--- src/inc/amu_pkg.sv ---
// Package of constants, opcode map and carrier types for the addressing mode unit
// Functional notes
// - Direct mode takes the data address from an instruction byte.
// - Pointer-indirect mode addresses data memory through the selected pointer.
// - Post-modify mode accesses at the pointer, then steps it by one.
// - Immediate mode fetches the operand byte following the opcode.
// - Short load puts the opcode nibble into the first pointer, high nibble cleared.
// - Table load reads program memory at upper byte plus accumulator into accumulator.
// - Program counter is 15 bits from upper and lower bytes.
// - Relative jump adds a six-bit displacement, range -32 to +31, to the address after the opcode.
// - Absolute jump loads twelve low bits, keeps the upper three bits.
// - Long jump loads all fifteen counter bits from the instruction.
// - Table jump reads program memory at upper byte plus accumulator into the lower byte.
// - Most single-byte instructions complete in one instruction cycle.
// - Any single bit of data memory can be set, cleared or tested.
// - Three pointers exist: two for indirect addressing, one stack pointer.
// - Vector select loads a two-byte vector from program memory into the counter.
// - A failed test makes the following instruction a no-operation.
`default_nettype none
package amu_pkg;
	// ----------------------------------------------------------------
	// Widths
	// ----------------------------------------------------------------
	localparam int PC_W = 15;
	localparam int DM_AW = 8;
	localparam int PTR_N = 3;

	// ----------------------------------------------------------------
	// Pointer indices and reset values
	// ----------------------------------------------------------------
	localparam logic [1:0] PTR_FIRST = 2'h0;
	localparam logic [1:0] PTR_SECOND = 2'h1;
	localparam logic [1:0] PTR_STACK = 2'h2;
	localparam logic [7:0] PTR_RST = 8'h00;
	localparam logic [7:0] ACC_RST = 8'h00;
	localparam logic [PC_W-1:0] PC_RST = 15'h0000;

	// ----------------------------------------------------------------
	// Opcode map
	// ----------------------------------------------------------------
	localparam logic [1:0] OPG_REL = 2'h3;
	localparam logic [3:0] OPG_ABS = 4'h2;
	localparam logic [3:0] OPG_SHORT = 4'h5;
	localparam logic [3:0] OPG_BIT = 4'h6;
	localparam logic [3:0] OPG_TEST = 4'h7;
	localparam logic [3:0] OPG_IND = 4'h9;
	localparam logic [7:0] OP_LD_DIR = 8'h80;
	localparam logic [7:0] OP_LD_IMM = 8'h81;
	localparam logic [7:0] OP_TABLE_LOAD = 8'hA4;
	localparam logic [7:0] OP_TABLE_JUMP = 8'hA5;
	localparam logic [7:0] OP_LONG_JUMP = 8'hA6;
	localparam logic [7:0] OP_LD_SECOND = 8'hA8;
	localparam logic [7:0] OP_LD_STACK = 8'hA9;
	localparam logic [7:0] OP_VECTOR = 8'hB4;
	localparam logic [1:0] MOD_NONE = 2'h0;
	localparam logic [1:0] MOD_INC = 2'h1;
	localparam logic [1:0] MOD_DEC = 2'h2;

	// ----------------------------------------------------------------
	// Types
	// ----------------------------------------------------------------
	typedef enum logic [3:0] {
		C_NOP = 4'h0, C_REL = 4'h1, C_ABS = 4'h2, C_SHORT = 4'h3,
		C_IND = 4'h4, C_DIR = 4'h5, C_IMM = 4'h6, C_LDX = 4'h7,
		C_LDSP = 4'h8, C_TLOAD = 4'h9, C_TJUMP = 4'hA, C_LONG = 4'hB,
		C_VEC = 4'hC, C_SET = 4'hD, C_CLR = 4'hE, C_TEST = 4'hF
	} amu_class_t;

	typedef enum logic [3:0] {
		S_FETCH = 4'h0, S_WAIT = 4'h1, S_OP = 4'h2, S_OPND = 4'h3,
		S_OPND2 = 4'h4, S_DREAD = 4'h5, S_RMW = 4'h6, S_TABLE = 4'h7,
		S_VEC1 = 4'h8, S_VEC2 = 4'h9
	} amu_state_t;

	typedef struct packed {
		logic [7:0] stack;
		logic [7:0] second;
		logic [7:0] first;
	} amu_ptrs_t;

	typedef struct packed {
		logic [DM_AW-1:0] addr;
		logic rd;
		logic wr;
		logic [7:0] wdata;
	} amu_dm_req_t;
endpackage : amu_pkg
`default_nettype wire

--- src/design/amu_ptr_file.sv ---
// Pointer register file holding the two indirect pointers and the stack pointer
`timescale 1ns/1ps
`default_nettype none
module amu_ptr_file (
	// Clock and reset
	input wire logic clk,
	input wire logic reset_n,
	// Write port
	input wire logic wr_en,
	input wire logic [1:0] wr_sel,
	input wire logic [7:0] wr_data,
	// Registered contents
	output amu_pkg::amu_ptrs_t ptrs_r
);
	amu_pkg::amu_ptrs_t ptrs_nxt;

	always_comb begin
		ptrs_nxt = ptrs_r;
		if (wr_en) begin
			case (wr_sel)
				amu_pkg::PTR_FIRST: ptrs_nxt.first = wr_data;
				amu_pkg::PTR_SECOND: ptrs_nxt.second = wr_data;
				amu_pkg::PTR_STACK: ptrs_nxt.stack = wr_data;
				default: ptrs_nxt = ptrs_r;
			endcase
		end
	end

	always_ff @(posedge clk or negedge reset_n) begin
		if (!reset_n) begin
			ptrs_r <= '{stack: amu_pkg::PTR_RST, second: amu_pkg::PTR_RST,
				first: amu_pkg::PTR_RST};
		end else begin
			ptrs_r <= ptrs_nxt;
		end
	end
endmodule : amu_ptr_file
`default_nettype wire

--- src/design/amu_core.sv ---
// Operand address generation and program counter sequencing
`timescale 1ns/1ps
`default_nettype none
module amu_core (
	// Clock and reset
	input wire logic clk,
	input wire logic reset_n,
	// Program memory
	output logic [amu_pkg::PC_W-1:0] pm_addr_r,
	output logic pm_rd_r,
	input wire logic [7:0] pm_rdata,
	// Data memory
	output amu_pkg::amu_dm_req_t dm_req_r,
	input wire logic [7:0] dm_rdata,
	// Vector source
	input wire logic [amu_pkg::PC_W-1:0] vector_addr,
	// Core state
	output logic [amu_pkg::PC_W-1:0] pc_r,
	output logic [7:0] acc_r,
	output logic skip_r,
	output amu_pkg::amu_ptrs_t ptrs_r
);
	// ----------------------------------------------------------------
	// Decode helpers
	// ----------------------------------------------------------------
	function automatic amu_pkg::amu_class_t amu_class(input logic [7:0] op);
		amu_pkg::amu_class_t c;
		c = amu_pkg::C_NOP;
		if (op[7:6] == amu_pkg::OPG_REL) c = amu_pkg::C_REL;
		else if (op[7:4] == amu_pkg::OPG_ABS) c = amu_pkg::C_ABS;
		else if (op[7:4] == amu_pkg::OPG_SHORT) c = amu_pkg::C_SHORT;
		else if (op[7:4] == amu_pkg::OPG_BIT) c = op[3] ? amu_pkg::C_SET : amu_pkg::C_CLR;
		else if (op[7:4] == amu_pkg::OPG_TEST && !op[3]) c = amu_pkg::C_TEST;
		else if (op[7:4] == amu_pkg::OPG_IND && !op[3] && op[2:1] != 2'h3) c = amu_pkg::C_IND;
		else if (op == amu_pkg::OP_LD_DIR) c = amu_pkg::C_DIR;
		else if (op == amu_pkg::OP_LD_IMM) c = amu_pkg::C_IMM;
		else if (op == amu_pkg::OP_TABLE_LOAD) c = amu_pkg::C_TLOAD;
		else if (op == amu_pkg::OP_TABLE_JUMP) c = amu_pkg::C_TJUMP;
		else if (op == amu_pkg::OP_LONG_JUMP) c = amu_pkg::C_LONG;
		else if (op == amu_pkg::OP_LD_SECOND) c = amu_pkg::C_LDX;
		else if (op == amu_pkg::OP_LD_STACK) c = amu_pkg::C_LDSP;
		else if (op == amu_pkg::OP_VECTOR) c = amu_pkg::C_VEC;
		return c;
	endfunction : amu_class

	// Bytes that follow the opcode
	function automatic logic [1:0] amu_extra(input amu_pkg::amu_class_t c);
		case (c)
			amu_pkg::C_LONG: return 2'h2;
			amu_pkg::C_ABS, amu_pkg::C_DIR, amu_pkg::C_IMM, amu_pkg::C_LDX,
			amu_pkg::C_LDSP, amu_pkg::C_SET, amu_pkg::C_CLR, amu_pkg::C_TEST: return 2'h1;
			default: return 2'h0;
		endcase
	endfunction : amu_extra

	// ----------------------------------------------------------------
	// State
	// ----------------------------------------------------------------
	amu_pkg::amu_state_t state_r, state_nxt, ret_r, ret_nxt;
	logic [amu_pkg::PC_W-1:0] pc_nxt, pm_addr_nxt;
	logic [7:0] acc_nxt, op_r, op_nxt, opnd_r, opnd_nxt;
	logic pm_rd_nxt, skip_nxt;
	amu_pkg::amu_dm_req_t dm_req_nxt;
	logic ptr_wr_en;
	logic [1:0] ptr_wr_sel;
	logic [7:0] ptr_wr_data, bit_mask;
	amu_pkg::amu_class_t op_class, cur_class;

	amu_ptr_file u_ptr_file (
		.clk(clk),
		.reset_n(reset_n),
		.wr_en(ptr_wr_en),
		.wr_sel(ptr_wr_sel),
		.wr_data(ptr_wr_data),
		.ptrs_r(ptrs_r)
	);

	assign op_class = amu_class(pm_rdata);
	assign cur_class = amu_class(op_r);
	assign bit_mask = 8'h01 << op_r[2:0];

	// ----------------------------------------------------------------
	// Sequencer
	// ----------------------------------------------------------------
	always_comb begin
		state_nxt = state_r;
		ret_nxt = ret_r;
		pc_nxt = pc_r;
		pm_addr_nxt = pm_addr_r;
		pm_rd_nxt = 1'b0;
		acc_nxt = acc_r;
		op_nxt = op_r;
		opnd_nxt = opnd_r;
		skip_nxt = skip_r;
		dm_req_nxt = dm_req_r;
		dm_req_nxt.rd = 1'b0;
		dm_req_nxt.wr = 1'b0;
		ptr_wr_en = 1'b0;
		ptr_wr_sel = amu_pkg::PTR_FIRST;
		ptr_wr_data = 8'h00;
		case (state_r)
			amu_pkg::S_FETCH: begin
				pm_addr_nxt = pc_r;
				pm_rd_nxt = 1'b1;
				pc_nxt = pc_r + 15'h0001;
				ret_nxt = amu_pkg::S_OP;
				state_nxt = amu_pkg::S_WAIT;
			end
			amu_pkg::S_WAIT: begin
				state_nxt = ret_r;
			end
			amu_pkg::S_OP: begin
				op_nxt = pm_rdata;
				state_nxt = amu_pkg::S_FETCH;
				if (skip_r) begin
					skip_nxt = 1'b0;
					pc_nxt = pc_r + {13'h0000, amu_extra(op_class)};
				end else begin
					case (op_class)
						amu_pkg::C_REL: begin
							pc_nxt = pc_r + {{9{pm_rdata[5]}}, pm_rdata[5:0]};
						end
						amu_pkg::C_SHORT: begin
							ptr_wr_en = 1'b1;
							ptr_wr_sel = amu_pkg::PTR_FIRST;
							ptr_wr_data = {4'h0, pm_rdata[3:0]};
						end
						amu_pkg::C_IND: begin
							dm_req_nxt.addr = pm_rdata[0] ? ptrs_r.second : ptrs_r.first;
							dm_req_nxt.rd = 1'b1;
							ptr_wr_sel = pm_rdata[0] ? amu_pkg::PTR_SECOND : amu_pkg::PTR_FIRST;
							ptr_wr_en = pm_rdata[2:1] != amu_pkg::MOD_NONE;
							ptr_wr_data = (pm_rdata[2:1] == amu_pkg::MOD_INC) ?
								dm_req_nxt.addr + 8'h01 : dm_req_nxt.addr - 8'h01;
							ret_nxt = amu_pkg::S_DREAD;
							state_nxt = amu_pkg::S_WAIT;
						end
						amu_pkg::C_TLOAD, amu_pkg::C_TJUMP: begin
							pm_addr_nxt = {pc_r[14:8], acc_r};
							pm_rd_nxt = 1'b1;
							ret_nxt = amu_pkg::S_TABLE;
							state_nxt = amu_pkg::S_WAIT;
						end
						amu_pkg::C_VEC: begin
							pm_addr_nxt = vector_addr;
							pm_rd_nxt = 1'b1;
							ret_nxt = amu_pkg::S_VEC1;
							state_nxt = amu_pkg::S_WAIT;
						end
						default: begin
							if (amu_extra(op_class) != 2'h0) begin
								pm_addr_nxt = pc_r;
								pm_rd_nxt = 1'b1;
								pc_nxt = pc_r + 15'h0001;
								ret_nxt = amu_pkg::S_OPND;
								state_nxt = amu_pkg::S_WAIT;
							end
						end
					endcase
				end
			end
			amu_pkg::S_OPND: begin
				opnd_nxt = pm_rdata;
				state_nxt = amu_pkg::S_FETCH;
				case (cur_class)
					amu_pkg::C_DIR, amu_pkg::C_SET, amu_pkg::C_CLR, amu_pkg::C_TEST: begin
						dm_req_nxt.addr = pm_rdata;
						dm_req_nxt.rd = 1'b1;
						ret_nxt = (cur_class == amu_pkg::C_DIR) ? amu_pkg::S_DREAD : amu_pkg::S_RMW;
						state_nxt = amu_pkg::S_WAIT;
					end
					amu_pkg::C_IMM: acc_nxt = pm_rdata;
					amu_pkg::C_LDX, amu_pkg::C_LDSP: begin
						ptr_wr_en = 1'b1;
						ptr_wr_sel = (cur_class == amu_pkg::C_LDX) ?
							amu_pkg::PTR_SECOND : amu_pkg::PTR_STACK;
						ptr_wr_data = pm_rdata;
					end
					amu_pkg::C_ABS: pc_nxt = {pc_r[14:12], op_r[3:0], pm_rdata};
					amu_pkg::C_LONG: begin
						pm_addr_nxt = pc_r;
						pm_rd_nxt = 1'b1;
						pc_nxt = pc_r + 15'h0001;
						ret_nxt = amu_pkg::S_OPND2;
						state_nxt = amu_pkg::S_WAIT;
					end
					default: state_nxt = amu_pkg::S_FETCH;
				endcase
			end
			amu_pkg::S_OPND2: begin
				pc_nxt = {opnd_r[6:0], pm_rdata};
				state_nxt = amu_pkg::S_FETCH;
			end
			amu_pkg::S_DREAD: begin
				acc_nxt = dm_rdata;
				state_nxt = amu_pkg::S_FETCH;
			end
			amu_pkg::S_RMW: begin
				state_nxt = amu_pkg::S_FETCH;
				case (cur_class)
					amu_pkg::C_SET: begin
						dm_req_nxt.wr = 1'b1;
						dm_req_nxt.wdata = dm_rdata | bit_mask;
					end
					amu_pkg::C_CLR: begin
						dm_req_nxt.wr = 1'b1;
						dm_req_nxt.wdata = dm_rdata & ~bit_mask;
					end
					default: skip_nxt = (dm_rdata & bit_mask) == 8'h00;
				endcase
			end
			amu_pkg::S_TABLE: begin
				state_nxt = amu_pkg::S_FETCH;
				if (cur_class == amu_pkg::C_TLOAD) begin
					acc_nxt = pm_rdata;
				end else begin
					pc_nxt = {pc_r[14:8], pm_rdata};
				end
			end
			amu_pkg::S_VEC1: begin
				opnd_nxt = pm_rdata;
				pm_addr_nxt = pm_addr_r + 15'h0001;
				pm_rd_nxt = 1'b1;
				ret_nxt = amu_pkg::S_VEC2;
				state_nxt = amu_pkg::S_WAIT;
			end
			amu_pkg::S_VEC2: begin
				pc_nxt = {opnd_r[6:0], pm_rdata};
				state_nxt = amu_pkg::S_FETCH;
			end
			default: state_nxt = amu_pkg::S_FETCH;
		endcase
	end

	always_ff @(posedge clk or negedge reset_n) begin
		if (!reset_n) begin
			state_r <= amu_pkg::S_FETCH;
			ret_r <= amu_pkg::S_OP;
			pc_r <= amu_pkg::PC_RST;
			pm_addr_r <= amu_pkg::PC_RST;
			pm_rd_r <= 1'b0;
			acc_r <= amu_pkg::ACC_RST;
			op_r <= 8'h00;
			opnd_r <= 8'h00;
			skip_r <= 1'b0;
			dm_req_r <= '{addr: 8'h00, rd: 1'b0, wr: 1'b0, wdata: 8'h00};
		end else begin
			state_r <= state_nxt;
			ret_r <= ret_nxt;
			pc_r <= pc_nxt;
			pm_addr_r <= pm_addr_nxt;
			pm_rd_r <= pm_rd_nxt;
			acc_r <= acc_nxt;
			op_r <= op_nxt;
			opnd_r <= opnd_nxt;
			skip_r <= skip_nxt;
			dm_req_r <= dm_req_nxt;
		end
	end
endmodule : amu_core
`default_nettype wire

--- config.mk ---
export PLATFORM = sky130hd
export DESIGN_NAME = amu_core
export DESIGN_NICKNAME = d
export VERILOG_FILES = /design/src/inc/amu_pkg.sv /design/src/design/amu_ptr_file.sv /design/src/design/amu_core.sv
export SDC_FILE = /design/constraint.sdc
export NUM_CORES = 1
export LEC_CHECK = 0
export BUFFER_PORTS_ARGS = -buffer_cell sky130_fd_sc_hd__buf_2
export CAP_MARGIN = 30
export CORE_ASPECT_RATIO = 1.4
export CORE_UTILIZATION = 53
export DETAILED_ROUTE_END_ITERATION = 16
export MAX_ROUTING_LAYER = met4
export PLACE_DENSITY_LB_ADDON = 0.3
export REMOVE_ABC_BUFFERS = 1
export SLEW_MARGIN = 20
export SYNTH_ARGS = -nofsm -noshare
export SYNTH_HDL_FRONTEND = slang
export SYNTH_SLANG_ARGS = --single-unit
--- constraint.sdc ---
create_clock -name clk -period 2.9 [get_ports clk]
set_input_delay 0.145 -clock clk [delete_from_list [all_inputs] [get_ports clk]]
set_output_delay 0.145 -clock clk [all_outputs]
set_load 0.005 [all_outputs]
* Word level (Yosys, flattened, before mapping)
Memory sizes are Yosys's and may differ from the RTL's. Cells that the tools add are included.
Word-level totals: flip-flop bits (word level) 105, memory bits (read-only) 64, input bits 33, output and inout bits 82, memories kept 2
Operators by class: $add $sub $neg 6, equality and inequality tests 75, shift-type cells 1, muxes and demuxes 89, bitwise gates (word level) 5, reduce and logical (&&, ||, !) cells 46
Memory list:
- (no name shown) | depth 16, width 2, rd ports 1, clocked after Yosys merged registers in 0, write ports 0, line amu_core.sv:48 | case (c)
- (no name shown) | depth 16, width 2, rd ports 1, clocked after Yosys merged registers in 0, write ports 0, line amu_core.sv:48
Operator list (count):
- $eq A8 B8 Y1 const B | 16
- $mux W4 | 30
- $mux W15 | 5
- $pmux W15 S5 | 1
- $pmux W15 S2 | 2
- $pmux W15 S4 | 1
- $eq A4 B3 Y1 const B | 14
- $mux W8 | 7
- $eq A4 B4 Y1 const B | 13
- $pmux W4 S4 | 3
- $pmux W15 S3 | 1
- $mux W9 | 4
- $pmux W9 S2 | 2
- $pmux W8 S2 | 2
- $add A15 B1 Y15 const B | 2
- $eq A4 B2 Y1 const B | 6
- $pmux W8 S3 | 1
- $mux W2 | 10
- $reduce_and A5 Y1 | 4
- $ne A2 B2 Y1 const B | 9
- $and A8 B8 Y8 | 2
- $add A15 B15 Y15 | 1
- $add A15 B2 Y15 | 1
- $reduce_or A2 Y1 | 7
- 37 further kinds | 78

* Depth between registers and ports, before layout
depth in word-level cells 25, mapped depth 17

* Cells and area by module
A second synthesis with hierarchy kept.
Second synthesis, totals: cell total of the unflattened synthesis 953, area, all modules 8207.9 µm²
Modules (own cells, without submodules):
- amu_core | instances 1, cells an instance 902, area each 7295.7 µm², sequential area each 2028.2 µm²
- amu_ptr_file | instances 1, cells an instance 51, area each 912.1 µm², sequential area each 600.6 µm²

* Least setup slack after synthesis
OpenSTA, ideal clock, no wires.
path kind input -> register, start input port pm_rdata[0], end register pc_r[8] (netlist name), library setup time 0.122 ns, arrival 3.077 ns, data required time 2.778 ns, setup slack -0.299 ns, cell stages on the path 16, path buffers 1, cells stage by stage clkbuf_1 -> and3b_1 -> o211ai_1 -> nand3_1 -> a31oi_1 -> nand2_1 -> ha_1 -> fa_1 -> nand3_1 -> nor2_1 -> and3_1 -> xnor2_1 -> a21oi_1 -> a211oi_1 -> o21ai_0 -> o22a_1
Between the ends: cells in the longest elaborated chain, start to end 22, elaborated cells on any way between the ends 45
RTL lines:
- start, declared | line amu_core.sv:11 | input wire logic [7:0] pm_rdata,
- branches (longest 22 deep; another with $eq A8 B8 Y1)
- end signal, assigned | line amu_core.sv:239 | pc_r <= amu_pkg::PC_RST;
- end signal, assigned | line amu_core.sv:250 | pc_r <= pc_nxt;
- end, declared | line amu_core.sv:18 | output logic [amu_pkg::PC_W-1:0] pc_r,
Several ways; the timed one is not identified. The select of a mux whose other input is x is not followed. A chain may end at the register's enable or synchronous reset.

* Worst setup path in the final report
start register op_r[6], end register pm_addr_r[3] (netlist name)
Between the ends: cells in the longest elaborated chain, start to end 18, elaborated cells on any way between the ends 34
RTL lines:
- start, declared | line amu_core.sv:61 | logic [7:0] acc_nxt, op_r, op_nxt, opnd_r, opnd_nxt;
- start signal, assigned | line amu_core.sv:254 | op_r <= op_nxt;
- $eq A8 B8 Y1 | line amu_core.sv:42 | else if (op == amu_pkg::OP_VECTOR) c = amu_pkg::C_VEC;
- $mux W4 | line amu_core.sv:42
- $mux W4 | line amu_core.sv:41 | else if (op == amu_pkg::OP_LD_STACK) c = amu_pkg::C_LDSP;
- $mux W4 | line amu_core.sv:40 | else if (op == amu_pkg::OP_LD_SECOND) c = amu_pkg::C_LDX;
- $mux W4 | line amu_core.sv:39 | else if (op == amu_pkg::OP_LONG_JUMP) c = amu_pkg::C_LONG;
- $mux W4 | line amu_core.sv:38 | else if (op == amu_pkg::OP_TABLE_JUMP) c = amu_pkg::C_TJUMP;
- $mux W4 | line amu_core.sv:37 | else if (op == amu_pkg::OP_TABLE_LOAD) c = amu_pkg::C_TLOAD;
- $mux W4 | line amu_core.sv:36 | else if (op == amu_pkg::OP_LD_IMM) c = amu_pkg::C_IMM;
- [2 not listed]
- $mux W4 | line amu_core.sv:33 | else if (op[7:4] == amu_pkg::OPG_TEST && !op[3]) c = amu_pkg::C_TEST;
- $mux W4 | line amu_core.sv:32 | else if (op[7:4] == amu_pkg::OPG_BIT) c = op[3] ? amu_pkg::C_SET : amu_pkg::C_CLR;
- $mux W4 | line amu_core.sv:31 | else if (op[7:4] == amu_pkg::OPG_SHORT) c = amu_pkg::C_SHORT;
- $mux W4 | line amu_core.sv:30 | else if (op[7:4] == amu_pkg::OPG_ABS) c = amu_pkg::C_ABS;
- $mux W4 (*) | line amu_core.sv:29 | if (op[7:6] == amu_pkg::OPG_REL) c = amu_pkg::C_REL;
- $eq A4 B4 Y1 (*) | line amu_core.sv:165 | case (cur_class)
- $ne A2 B1 Y1 (no line) (*)
- $reduce_and A5 Y1 (no line) (*)
- end signal, assigned | line amu_core.sv:240 | pm_addr_r <= amu_pkg::PC_RST;
- end signal, assigned | line amu_core.sv:251 | pm_addr_r <= pm_addr_nxt;
- end, declared | line amu_core.sv:9 | output logic [amu_pkg::PC_W-1:0] pm_addr_r,
Mark *: on every way between the ends. The rest lies on a longest branch, timed or not.

==> results.py <==
metrics = {
    "run_status": {
        "run_status": "finished, final reports clean",
    },
    "detailed_routing": {
        "drt_iter0_drc": 852,
        "first_pass_iters": 6,
        "wl_um": 27600,
        "detail-route-antenna-nets": 0,
        "routedWlPerCell_um": 19.8,
        "vias": 8734,
        "via_per_inst": 6.27,
        "drc": 0,
    },
    "logic_synthesis": {
        "synth_area_um2": 8200,
        "synth_top_family_by_area": "compound AO/OA/AOI/OAI gates",
        "synth_mux_area_frac": 0.0868,
        "async_reset_ff_frac": 1.00,
        "syn_inst": 986,
        "yosys.cell_types.count": 82,
        "synth_adder_area_share": 0.0439,
        "synth.avg_cell_area_um2": 8.32,
        "synthTopCellsByArea": "dfrtp_1 (32%), mux2_2 (5.1%), nand2_1 (4.8%), a21oi_1 (4.4%), nor2_1 (4.1%)",
        "yosysWarnings": 0,
        "synth_xor_area_frac": 0.0502,
        "synth_compound_area_frac": 0.239,
        "ys_ff_latch": 105,
        "yosys.area_share.simple": 0.214,
        "synth-seq-area-share": 0.321,
        "synth_largest_area_cell": "dfrtp_1",
        "synthFlopType": "dfrtp_1",
        "post-synth-top-area-fraction": 0.317,
        "synth_edf_count": 0,
    },
    "place": {
        "dp_hpwl_um": 20600,
        "routabilityCongestion": 1.06,
        "post-place-ws_ns": -0.278,
        "portBuffers": 114,
    },
    "floorplanning": {
        "num_io_pins": 115,
        "initial_utilization": 0.545,
        "die_y_um": 149,
        "dieWidth_um": 107,
        "core_um2": 15100,
        "die-area_um2": 16000,
        "rows": 53,
    },
    "timing": {
        "maxSlewViolCount": 0,
        "whs_ns": 0.0938,
        "setup_viol": 0,
        "layout_setup_ws_ns": 0.0226,
        "rsz0062_at_grt": "yes",
        "max_freq_mhz": 348,
        "hold_viol": 0,
        "finalCriticalPeriod_ns": 2.88,
        "timing.final.crit_share": 0.992,
        "slew_headroom": 0.527,
        "clock_skew_ns": 0.0100,
        "worst_pin_slew_ns": 0.708,
    },
    "clock_network": {
        "clkLatencyLatePin_ns": 0.36,
        "cts_buffers": 9,
        "htreeDepth": 3,
        "root_buffer": "clkbuf_16",
        "cts.sinks": 105,
        "clk_path_buf_depth": 2,
        "cts_tree": "done",
        "clkTransAtPathRegs_ns": 0.08,
    },
    "worst_setup_path": {
        "critPathKind": "reg2reg",
        "crit_chain": "or3b_4 > a2111o_1 > and3_4 > or4_4 > a211o_1 > and3_4 > buf_6 > a211oi_2 > a21oi_1",
        "crit_fanout": 5,
        "cp_top_family": "simple AND/OR/NAND/NOR gates",
        "startpoint_type": "flip-flop",
        "crit_top_cell": "and3_4",
        "critPathBufInv": 1,
        "cp.required_ns": 3.15,
        "critPathMaxStageDelay_ns": 0.48,
        "critPathCaptureType": "flip-flop",
        "r2r_cells": 9,
        "worstPathArrival_ns": 3.12,
        "crit_cells": 9,
        "cp_slowest_cell": "or4_4",
    },
    "cells_and_area": {
        "multi_input_area_um2": 5390,
        "fin_nets": 1256,
        "final-seq-area_um2": 2630,
        "diodes": 0,
        "drive_gt1_frac": 0.300,
        "fin_util": 0.694,
        "layout_commonest_cell": "buf_4",
        "final_cell_mix": "buf_4 (141), buf_2 (110), nand2_1 (104), dfrtp_1 (104), nor2_1 (88)",
        "syn_to_final_growth_pct": 27.3,
        "fill_cells": 1225,
    },
    "grt": {
        "grt_max_degree": 44,
        "grt_overflow": 0,
        "grt_pass1_vias": 8489,
        "antenna_found_initial": 0,
        "grt_pass1_wl_um": 43400,
        "track_usage": 0.359,
    },
    "power_and_ir_drop": {
        "power.density_cell_area_nw_per_um2": 943,
        "power_leakage_nw": 4.88,
        "vdd_drop_max_v": 0.000561,
    },
    "flow_run": {
        "max_cap_violations": 0,
    },
    "hold_path": {
        "hold_depth": 3,
        "min_path_type": "in2reg",
    },
}
[state kept, by name (all words and copies together) (netlist names)]
name	flops
pm_addr_r	15
pc_r	15
skip_r	1
ret_r	4
op_r	8
dm_req_r	18
acc_r	8
pm_rd_r	1
state_r	4
opnd_r	7
u_ptr_file.ptrs_r	24
[metrics by stage]
stage	instances	cell area, µm²	total power, W	TNS (ns)
2_1_floorplan	923	7940	0.00570	-5.03
3_3_place_gp	1375	9880	0.00803	-1.10
3_5_place_dp	1375	9880	0.00813	-1.78
4_1_cts	1392	10200	0.00955	0
5_1_grt	1393	10400	0.0104	-0.293
6_report	1393	10400	0.00985	0
[layer usage]
layer	global-route usage	routed length, µm	up-vias
met4	0.188	1360	0
met2	0.605	13800	402
met5	-	0	-
li1	-	-	4060
met3	0.0472	1690	106
met1	0.416	10700	4166
[cell families (layout without fill, tap and decap cells)]
logic type	after synthesis	count (layout)
compound gates	296	296
xor+xnor	47	47
fa+ha+maj	27	27
buf+inv	90	305
flops	105	105
mux	66	66
simple gates	355	355
[cell usage after synthesis, types with 14 or more instances]
cell and count:
mux2i_1 25, nand4_1 14, nand2_1 105, xnor2_1 23, dfrtp_1 104, nor3_1 20
mux2_2 37, inv_1 25, ha_1 24, xor2_1 24, o21ai_0 55, nor2_1 90
o21ai_1 14, and3_1 14, nand3_1 35, a21oi_1 72, clkbuf_1 52
[tightest hold or removal path, cell delays in order]
cell and delay (ns):
buf_2 0.08, a222oi_1 0.08, o21ai_1 0.12
[repair_timing]
item	in CTS	in global routing
gates cloned	0	0
endpoints found under the hold margin	39	0
setup buffers	0	1
gates resized for setup	9	41
endpoints found under the setup margin	21	46
hold buffers	1	0
pin swaps	3	13
[path summary, 6_finish.rpt]
path / startpoint / end / slack (ns)
setup reg to reg: op_r[6] / pm_addr_r[3] / 0.02
setup / recovery: op_r[6] / pm_addr_r[3] / 0.02
hold / removal: vector_addr[8] / pm_addr_r[8] / 0.09
max in group asynchronous: reset_n / ret_r[1] / 1.76
hold reg to reg: dm_req_r[4] / dm_req_r[4] / 0.49
min in group asynchronous: reset_n / pm_rd_r / 0.32
[layout make-up]
class / instances / share of cell area
Timing Repair Buffer: 262 / 0.168
Multi-Input combinational cell: 791 / 0.516
Tap cell: 192 / 0.0230
Clock buffer: 12 / 0.0255
Inverter: 27 / 0.0102
Clock inverter: 4 / 0.00563
Sequential cell: 105 / 0.252
[power by group]
group | switching (W) | total, W | internal [W]
combinational | 0.00330 | 0.00604 | 0.00274
sequential | 0.000502 | 0.00245 | 0.00195
clock | 0.000601 | 0.00135 | 0.000751
No activity file was read; power rests on OpenSTA's default activity.
